$ cat src/host_port_consts.svh
// constants for the fifo ready flag host port
`ifndef HOST_PORT_CONSTS_SVH
`define HOST_PORT_CONSTS_SVH
`define CTRL_TYPE_BIT     4
`define CTRL_POL_BIT      5
`define CTRL_DIR_BIT      6
`define CTRL_THRESHOLD_SELECT_LO_BIT    2
`define CTRL_THRESHOLD_SELECT_HI_BIT    3
`define CTRL_WIDTH        10
`define CTRL1_RESET       10'h030
`define CTRL0_RESET       10'h000
`define FIFO_DEPTH        16
`define CNT_WIDTH         5
`define REG_SEL_BIT       9
`endif

$ cat src/host_port_pkg.sv
// types for the fifo ready flag host port
package host_port_pkg;
    typedef enum logic {
        flag_level,
        flag_pulse
    } flag_form_t;
    typedef enum logic [1:0] {
        st_idle,
        st_active,
        st_wait_reads
    } flag_state_t;
endpackage

$ cat src/strobe_decode.sv
// internal read and write strobe decoder with pin synchronisers
`timescale 1ns/100ps
module strobe_decode (
    input  wire logic clk,                    // system clock
    input  wire logic rst,                    // synchronous reset
    input  wire logic direction_mode,         // 1: write pin is direction line
    input  wire logic chip_select_active_low, // pin, active low select
    input  wire logic chip_select_active_high,// pin, active high select
    input  wire logic read_n,                 // pin, read strobe active low
    input  wire logic write_n,                // pin, write strobe or direction
    output logic      read_strobe,            // internal read strobe level
    output logic      write_strobe,           // internal write strobe level
    output logic      read_fall,              // pulse, read strobe began
    output logic      write_end               // pulse, write strobe ended
);
    logic [3:0] meta;
    logic [3:0] sync;
    logic       read_q;
    logic       write_q;
    wire        cs_ok;
    wire        rd_req;
    wire        wr_req;

    always_ff @(posedge clk) begin
        if (rst) begin
            meta    <= 4'h0;
            sync    <= 4'hf;
            read_q  <= 1'b0;
            write_q <= 1'b0;
        end else begin
            meta    <= {chip_select_active_low, chip_select_active_high, read_n, write_n};
            sync    <= meta;
            read_q  <= read_strobe;
            write_q <= write_strobe;
        end
    end

    // access starts when the last of selects and strobe becomes valid
    assign cs_ok  = !sync[3] && sync[2];
    // direction mode: write pin high reads, low writes; read pin ignored
    assign rd_req = direction_mode ? sync[0] : !sync[1];
    assign wr_req = direction_mode ? !sync[0] : !sync[0];
    assign read_strobe  = cs_ok && rd_req && (direction_mode || sync[0]);
    assign write_strobe = cs_ok && wr_req && (direction_mode || sync[1]);
    assign read_fall = read_strobe && !read_q;
    assign write_end = write_q && !write_strobe;
endmodule

$ cat src/fifo_ready_flag_host_port.sv
// fifo ready flag generator and host strobe logic
// ==========================================================
// Functional notes
// - bit 4 selects level or pulse flag
// - bit 5 selects flag polarity, 1 high
// - flag asserts when stored words reach threshold
// - flag deasserts in both level and pulse
// - level flag drops at first read strobe
// - level retriggers only after threshold reads
// - continuous mode pulse: half conversion clock
// - single mode pulse: half oscillator cycle
// - next pulse waits for threshold reads
// - bit 6 clear: read pin strobes reads
// - access begins when last select/strobe valid
// - threshold from select bits and channel count
// - bit 6 makes write pin a direction line
// - read strobe pops fifo, enables output buffers
// - write strobe latches control words
`timescale 1ns/100ps
`include "host_port_consts.svh"
module fifo_ready_flag_host_port
    import host_port_pkg::*;
#(
    parameter int DEPTH = `FIFO_DEPTH,
    parameter int CW    = `CNT_WIDTH
) (
    input  wire logic          clk,                     // system clock, 25 MHz
    input  wire logic          rst,                     // synchronous reset, active high
    input  wire logic          chip_select_active_low,  // select pin
    input  wire logic          chip_select_active_high, // select pin
    input  wire logic          read_n,                  // read strobe pin
    input  wire logic          write_n,                 // write strobe or direction pin
    input  wire logic [9:0]    data_in,                 // control word from host bus
    input  wire logic [CW-1:0] fifo_count,              // stored fifo words
    input  wire logic [2:0]    active_channels,         // 1..4 channels
    input  wire logic          continuous_mode,         // 1 continuous, 0 single conversion
    input  wire logic          external_conversion_clock, // conversion clock pin
    input  wire logic          oscillator_clock,        // internal oscillator level
    output logic               fifo_pop,                // pulse, pop one fifo word
    output logic               output_enable,           // data bus output enable
    output logic               words_ready_flag,        // availability output
    output logic [9:0]         control0,                // control register 0
    output logic [9:0]         control1,                // control register 1
    output logic [4:0]         trigger_threshold        // current threshold, 0 reserved
);
    // ==========================================================
    // strobes
    logic        read_strobe;
    logic        write_strobe;
    logic        read_fall;
    logic        write_end;
    logic [9:0]  wr_data;
    logic [9:0]  data_meta;
    logic [9:0]  data_sync;

    strobe_decode u_dec (
        .clk                     (clk),
        .rst                     (rst),
        .direction_mode          (control1[`CTRL_DIR_BIT]),
        .chip_select_active_low  (chip_select_active_low),
        .chip_select_active_high (chip_select_active_high),
        .read_n                  (read_n),
        .write_n                 (write_n),
        .read_strobe             (read_strobe),
        .write_strobe            (write_strobe),
        .read_fall               (read_fall),
        .write_end               (write_end)
    );

    assign fifo_pop      = read_fall;
    assign output_enable = read_strobe;

    // data pins pass the same two stages as the strobes, so both stay aligned;
    // data is captured while the strobe is held so the latch at its end sees stable bits
    always_ff @(posedge clk) begin
        if (rst) begin
            data_meta <= 10'h000;
            data_sync <= 10'h000;
            wr_data   <= 10'h000;
            control0  <= `CTRL0_RESET;
            control1  <= `CTRL1_RESET;
        end else begin
            data_meta <= data_in;
            data_sync <= data_meta;
            if (write_strobe) begin
                wr_data <= data_sync;
            end
            if (write_end) begin
                if (wr_data[`REG_SEL_BIT]) begin
                    control1 <= wr_data;
                end else begin
                    control0 <= wr_data;
                end
            end
        end
    end

    // ==========================================================
    // threshold table
    function automatic logic [4:0] threshold_of(input logic [1:0] sel, input logic [2:0] ch);
        logic [4:0] t;
        t = 5'h00;
        unique case (sel)
            2'b00: t = {2'b00, ch};
            2'b01: t = (ch == 3'h4) ? 5'h08 : (ch == 3'h3) ? 5'h06 : 5'h04;
            2'b10: t = (ch == 3'h4) ? 5'h0c : (ch == 3'h3) ? 5'h09 : 5'h08;
            2'b11: t = (ch == 3'h4) ? 5'h00 : (ch == 3'h1) ? 5'h0e : 5'h0c;
        endcase
        return t;
    endfunction

    // reserved code yields zero threshold, which never triggers
    assign trigger_threshold = threshold_of({control1[`CTRL_THRESHOLD_SELECT_HI_BIT],
                                             control1[`CTRL_THRESHOLD_SELECT_LO_BIT]},
                                            active_channels);

    // ==========================================================
    // pulse timing clock
    logic [1:0] conv_sync;
    logic [1:0] osc_sync;
    logic       pclk_q;
    wire        pclk;
    wire        pclk_edge;

    always_ff @(posedge clk) begin
        if (rst) begin
            conv_sync <= 2'b00;
            osc_sync  <= 2'b00;
            pclk_q    <= 1'b0;
        end else begin
            conv_sync <= {conv_sync[0], external_conversion_clock};
            osc_sync  <= {osc_sync[0], oscillator_clock};
            pclk_q    <= pclk;
        end
    end

    // pulse width follows whichever clock drives conversion
    assign pclk      = continuous_mode ? conv_sync[1] : osc_sync[1];
    assign pclk_edge = pclk != pclk_q;

    // ==========================================================
    // flag state machine
    flag_state_t state;
    flag_state_t next_state;
    logic [4:0]  reads;
    logic        active;
    wire         form_pulse;
    wire         reached;
    wire         reads_done;

    assign form_pulse = control1[`CTRL_TYPE_BIT];
    assign reached    = (trigger_threshold != 5'h00) &&
                        (5'(fifo_count) >= trigger_threshold);
    assign reads_done = reads >= trigger_threshold;

    always_comb begin
        next_state = state;
        unique case (state)
            st_idle: begin
                if (reached) begin
                    next_state = st_active;
                end
            end
            st_active: begin
                // level drops on first read, pulse at the next edge of the conversion clock (continuous) or oscillator clock (single)
                if (form_pulse ? pclk_edge : read_fall) begin
                    next_state = st_wait_reads;
                end
            end
            st_wait_reads: begin
                if (reads_done) begin
                    next_state = st_idle;
                end
            end
            default: next_state = st_idle;
        endcase
    end

    always_ff @(posedge clk) begin
        if (rst) begin
            state <= st_idle;
            reads <= 5'h00;
        end else begin
            state <= next_state;
            if (state == st_idle && reached) begin
                reads <= 5'h00;
            end else if (read_fall && reads != 5'h1f) begin
                reads <= reads + 5'h01;
            end
        end
    end

    assign active = state == st_active;
    // polarity bit 1 means active high
    always_ff @(posedge clk) begin
        if (rst) begin
            words_ready_flag <= 1'b1;
        end else begin
            words_ready_flag <= control1[`CTRL_POL_BIT] ? active : !active;
        end
    end
endmodule

$ cat config.mk
export PLATFORM = sky130hd
export DESIGN_NAME = fifo_ready_flag_host_port
export DESIGN_NICKNAME = d
export VERILOG_FILES = /design/src/host_port_pkg.sv /design/src/strobe_decode.sv /design/src/fifo_ready_flag_host_port.sv
export VERILOG_INCLUDE_DIRS = /design/src
export SDC_FILE = /design/constraint.sdc
export NUM_CORES = 1
export LEC_CHECK = 0
export BUFFER_PORTS_ARGS = -buffer_cell sky130_fd_sc_hd__buf_2
export CAP_MARGIN = 5
export CORE_MARGIN = 2
export CORE_UTILIZATION = 54
export CTS_CLUSTER_DIAMETER = 30
export DETAILED_ROUTE_END_ITERATION = 6
export GPL_TIMING_DRIVEN = 0
export PLACE_DENSITY = 0.86
export REMOVE_ABC_BUFFERS = 1
export SYNTH_ARGS = -nofsm -noshare
export SYNTH_HDL_FRONTEND = slang
export SYNTH_HIERARCHICAL = 1
export SYNTH_SLANG_ARGS = --single-unit
export TNS_END_PERCENT = 5
$ cat constraint.sdc
create_clock -name clk -period 2.95 [get_ports clk]
set_input_delay 0.885 -clock clk [delete_from_list [all_inputs] [get_ports clk]]
set_output_delay 0.885 -clock clk [all_outputs]
set_load 0.02 [all_outputs]
Yosys cells after proc, flatten, opt, wreduce, memory -nomap -nowiden
Index checks and enable logic that the tools add are counted.
W data, S select, Z words.
- add/sub/neg operators: 1
- magnitude comparators: 2
- eq/ne operators: 13
- muxes and demuxes: 15
- bitwise gates (word level): 1
- reductions and logical operators: 25
- operators with widths (operator ; number):
    $pmux W5 S4 ; 1
    $ge A5 B5 Y1 ; 2
    $logic_and A1 B1 Y1 ; 10
    $mux W2 ; 5
    $mux W4 ; 2
    $eq A2 B2 Y1 const B ; 3
    $logic_not A1 Y1 ; 6
    $pmux W2 S3 ; 1
    $add A5 B1 Y5 const B ; 1
    $mux W1 ; 5
    $ne A5 B5 Y1 const B ; 1
    $reduce_bool A5 Y1 ; 1
    $eq A2 B1 Y1 const B ; 2
    $logic_not A2 Y1 ; 2
    $ne A2 B2 Y1 const B ; 2
    $reduce_and A2 Y1 ; 2
    $eq A3 B1 Y1 const B ; 1
    $eq A3 B2 Y1 const B ; 1
    $eq A3 B3 Y1 const B ; 1
    $mux W3 ; 1
    $reduce_and A3 Y1 ; 1
    $logic_or A1 B1 Y1 ; 2
    $ne A2 B1 Y1 const B ; 1
    $reduce_or A2 Y1 ; 1
    2 further kinds ; 2
- register bits after elaboration: 72
- output and inout bits: 28

Logic depth before layout (Yosys ltp)
- word-level depth: 8
- gate-level depth with buffers: 9
- depth with buffers taken out: 8

Cells and area by module
Netlist, hierarchy kept.
- modules (own cells, without submodules) (module ; instances ; cells an instance ; area an instance (um^2) ; sequential area each (um^2)):
    fifo_ready_flag_host_port ; 1 ; 250 ; 2377.3 ; 1241.2
    strobe_decode ; 1 ; 27 ; 334.1 ; 200.2

Least setup slack after synthesis
No wires, ideal clock.
- path type: input -> register
- from: input active_channels[1]
- to: register state[0]
- arrival time: 2.350 ns
- required time: 2.834 ns
- setup slack: 0.484 ns
- cell stages on the path: 8
- path buffers: 0
- cell sequence: inv_1 o21ai_0 and3b_1 ha_1 nand2b_1 a211oi_1 o21ai_1 a31o_1
- longest elaborated chain between the ends: 8
- elaborated cells between the ends (all ways): 17
- those cells by class: 2 x order compare; 5 x eq/ne; 7 x mux; 3 x reduce/logical
- ends and longest elaborated chain (element ; RTL line ; source):
    from (decl) ; fifo_ready_flag_host_port.sv:35 ; input wire logic [2:0] active_channels,
    $eq A3 B2 Y1 ; fifo_ready_flag_host_port.sv:106 ; 2'b10: t = (ch == 3'h4) ? 5'h0c : (ch == 3'h3) ? 5'h09 : 5'h08;
    $mux W1 ; fifo_ready_flag_host_port.sv:106 ;
    $mux W3 ; fifo_ready_flag_host_port.sv:106 ;
    $pmux W5 S4 (*) ; fifo_ready_flag_host_port.sv:103 ; unique case (sel)
    via trigger_threshold[0] ; fifo_ready_flag_host_port.sv:44 ; output logic [4:0] trigger_threshold
    $ge A5 B5 Y1 / $reduce_bool A5 Y1 (equally long branches) ; fifo_ready_flag_host_port.sv:153, fifo_ready_flag_host_port.sv:152 ;
    $logic_and A1 B1 Y1 ; fifo_ready_flag_host_port.sv:152 ; assign reached = (trigger_threshold != 5'h00) &&
    $ne A2 B2 Y1 (no line) ; -- ;
    $reduce_and A3 Y1 (no line) (*) ; -- ;
    to (signal assigned) ; fifo_ready_flag_host_port.sv:181 ; state <= st_idle;
    to (signal assigned) ; fifo_ready_flag_host_port.sv:184 ; state <= next_state;
    to (decl) ; fifo_ready_flag_host_port.sv:143 ; flag_state_t state;
Mark *: on every way through the listed nets, which the timed path passes. The rest lies on a longest branch. The select of a mux whose other input is x is not followed.
A chain may end at the register's enable or synchronous reset.

Final worst setup path
- from: input active_channels[1]
- to: output trigger_threshold[3]
- longest elaborated chain between the ends: 3
- elaborated cells between the ends (all ways): 4
- those cells by class: 1 x eq/ne; 3 x mux
- ends and longest elaborated chain (element ; RTL line):
    $eq A3 B3 Y1 (*) ; fifo_ready_flag_host_port.sv:105, fifo_ready_flag_host_port.sv:107
    $mux W4 (on tied branches) ; fifo_ready_flag_host_port.sv:107, fifo_ready_flag_host_port.sv:105
    $pmux W5 S4 (*) ; fifo_ready_flag_host_port.sv:103
    to (decl) ; fifo_ready_flag_host_port.sv:44
Mark *: on every way between the ends. The rest lies on a longest branch, timed or not. The select of a mux whose other input is x is not followed.

==> impl_metrics.csv <==
group,metric,value,unit
logic_synthesis,yosys_most_used_dff,"dfxtp_1",
timing,layout_setup_ws,262.6,ps
power,power.ir.vdd_worst,0.0005259,V
logic_synthesis,synth_warnings,6,
power,power_dens_cells,622.3,nW/um2
routing,drt.antenna.violating_nets,0,
floorplanning,design.portCount,55,
job,timing.max_cap.violations,0,
worst_hold_path,hp-start,"u_dec/meta[1]",
placed_design,globalplace.congestion,0.7009,
clock_network,cts.reportedPaths.clkPinSlew,70,ps
logic_synthesis,synth.most_common_cell,"dfxtp_1",
placed_design,numPlacedInstances,384,
routing,route.final.wire_length,4.943,mm
logic_synthesis,synth_area_per_cell,9.788,um2
logic_synthesis,yosys-top-cells-area,"dfxtp_1 (53%), nor2b_1 (7.8%), nand2_1 (5.5%), mux2i_1 (4.8%), ha_1 (4.6%)",
routing,drt_first_iter_violations,90,
critical_path,worstSetupPathType,"in2out",
timing,finalHoldViolations,0,
placed_design,pre_cts_ws,207.0,ps
final_layout,share_of_cells_above_drive_strength_1,24.32,%
clock_network,maximum_number_of_buffers_from_clock_root_to_sink,2,
clock_network,hold_buffers,0,
logic_synthesis,yosysSeqAreaShare,53.16,%
logic_synthesis,postSynthRegisterBits,72,
clock_network,postCtsSetupRepairBufs,0,
logic_synthesis,synth.top_cells.by_count,"dfxtp_1 (72), nand2_1 (40), nor2b_1 (34)",
routing,detail_route.first_pass.iterations,5,
critical_path,crit_path_end_kind,"output pin",
logic_synthesis,synth_area,2711,um2
final_layout,sequential_cell_area,1441,um2
global_routing,global_route.usage.total,18.84,%
global_routing,antenna_found_initial,0,
final_layout,fillCellCount,382,
routing,dr_total_vias,1993,
timing,fin_crit_sh,91.10,%
outcome,run_status,"completed",
critical_path,regToRegSetupSlack,810,ps
logic_synthesis,netlist-cell-type-count,41,
power,static-leakage-power,1.368,nW
logic_synthesis,synthesized_instance_count,277,
clock_network,tritoncts,"yes",
global_routing,grt_remaining_overflow,0,
routing,routed_wire_length_per_instance,12.36,um
timing,timing_max_transition_violations_final,0,
logic_synthesis,synth_edf_count,0,
floorplanning,core_area,4786,um2
worst_hold_path,whs_path_depth,1,
critical_path,timing.critical_path.arrival,1800,ps
critical_path,crit_path_start_kind,"input pin",
worst_hold_path,worst_hold_path_type,"reg2reg",
global_routing,first_global_vias,1789,
timing,rsz_0062_raised_after_global_routing,"no",
logic_synthesis,post-synth-top-area-cell,"dfxtp_1",
timing,worst-slew-pin-transition,1121,ps
clock_network,cts-root-buf,"clkbuf_8",
final_layout,syn_to_final_growth,19.15,%
final_layout,diode_count,0,
routing,via_density_per_instance,4.983,
final_layout,postLayoutCoreUtil,67.50,%
clock_network,clkSinkCount,72,
logic_synthesis,synth-async-reset-ratio,0,%
floorplanning,floorplan.initialDensity,56.65,%
clock_network,cts.htree.levels,3,
worst_hold_path,min_to,"u_dec/sync[1]",
placed_design,io_buffers,52,
timing,fin_setup_tns,0,ps
critical_path,worst_ep_required_time,2070,ps
floorplanning,rows,25,
global_routing,grt_first_pass_wirelength,7.755,mm
logic_synthesis,synthDominantCellAreaShare,53.16,%
global_routing,grt_start_max_net_pins,70,
power,fin_total_pwr,2.010,mW
final_layout,finish.cell_count_without_fillers,400,
floorplanning,die-area,5604,um2
clock_network,worst_skew_late_latency,340,ps
timing,timing.final.setup_violations,0,
critical_path,worst_r2r_endpoint,"reads[3]",
timing,period_needed,2687,ps
critical_path,rr_startpoint,"control1[3]",
floorplanning,vert_die_dim,74.86,um
final_layout,layout.nets,365,
clock_network,cts-buffers-inserted,9,
floorplanning,chipWidth,74.86,um
timing,worst_clock_skew,10.67,ps
routing,post-route-drc-count,0,
critical_path,worstPathMaxFanout,4,
clock_network,cts.repair.resized,0,
timing,worst_rel_slew_slack,25.29,%
critical_path,worstRegToRegCells,7,
final_layout,area_of_combinational_cells_with_multiple_inputs,1192,um2
timing,fmax,0.3721,GHz
placed_design,dp_hpwl,3.386,mm
==> through the flow <==
stage | instance area [um2] | hold slack, ps
final | 3231 | 409.5
after global routing | 3231 | 420.3
after detailed placement | 3012 | 393.3
after CTS | 3231 | 412.7
after floorplan | 2651 | 389.5
after global placement | 2995 | 391.3
==> worst max-delay path: stages <==
cell,delay (ps)
buf_2,120
nor2_1,160
and3_1,210
xnor2_1,200
inv_1,60
buf_2,160
==> registers in the layout (all words and copies together) (netlist names) <==
signal            cells
conv_sync             2
u_dec/read_q          1
u_dec/sync            4
data_sync            10
pclk_q                1
data_meta            10
u_dec/meta            4
u_dec/write_q         1
words_ready_flag      1
wr_data              10
control0              9
control1             10
osc_sync              2
reads                 5
state                 2
==> cell families (layout without fill, tap and decap cells) <==
kind of cell    after synthesis  count (layout)  synth area share, %
simple gates                117             117                22.80
flops                        72              72                53.16
compound gates               38              38                9.367
buf+inv                      20              75                3.184
mux                          13              13                4.799
fa+ha+maj                    10              10                4.615
xor+xnor                      6               6                1.938
other cells                   1               2               0.1383
==> per-layer routing <==
layer	global-route usage (%)	part of all wire (%)
met1	20.05	42
met4	9.524	1.4
met3	6.024	4.8
met2	33.33	51
met5	0	0
==> placed cells by master, fill, tap and decap left out, drive strengths merged, types with 5 or more instances in the layout <==
cell,n
dfxtp,72
buf,53
nand2,40
nor2b,35
a21oi,17
nor2,17
mux2i,13
ha,10
clkbuf,10
a211oi,8
inv,7
o21ai,5
nand2b,5
==> final cells by class <==
| cell class | instances | share of cell area [%] |
|---|---|---|
| Clock buffer | 10 | 3.950 |
| Clock inverter | 6 | 2.827 |
| Inverter | 6 | 0.6971 |
| Multi-Input combinational cell | 186 | 36.91 |
| Sequential cell | 72 | 44.62 |
| Tap cell | 67 | 2.595 |
| Timing Repair Buffer | 53 | 8.404 |
==> worst max path at each step <==
stage,from,cells after the start,end,slack (ps)
finish,active_channels[1],6,trigger_threshold[3],260
global route,active_channels[1],6,trigger_threshold[3],200
CTS,active_channels[1],6,trigger_threshold[3],250
detailed placement,active_channels[1],8,state[1],210
global placement,active_channels[1],8,state[1],280
floorplan,active_channels[1],8,state[0],480
==> power breakdown <==
group	total, mW	switching, mW	internal (mW)	leakage, nW
sequential	1.02	0.0155	1.01	0.589
combinational	0.149	0.0817	0.0672	0.668
clock	0.840	0.360	0.481	0.111
total	2.01	0.457	1.55	1.37
Power figures use the tool's default switching activity.
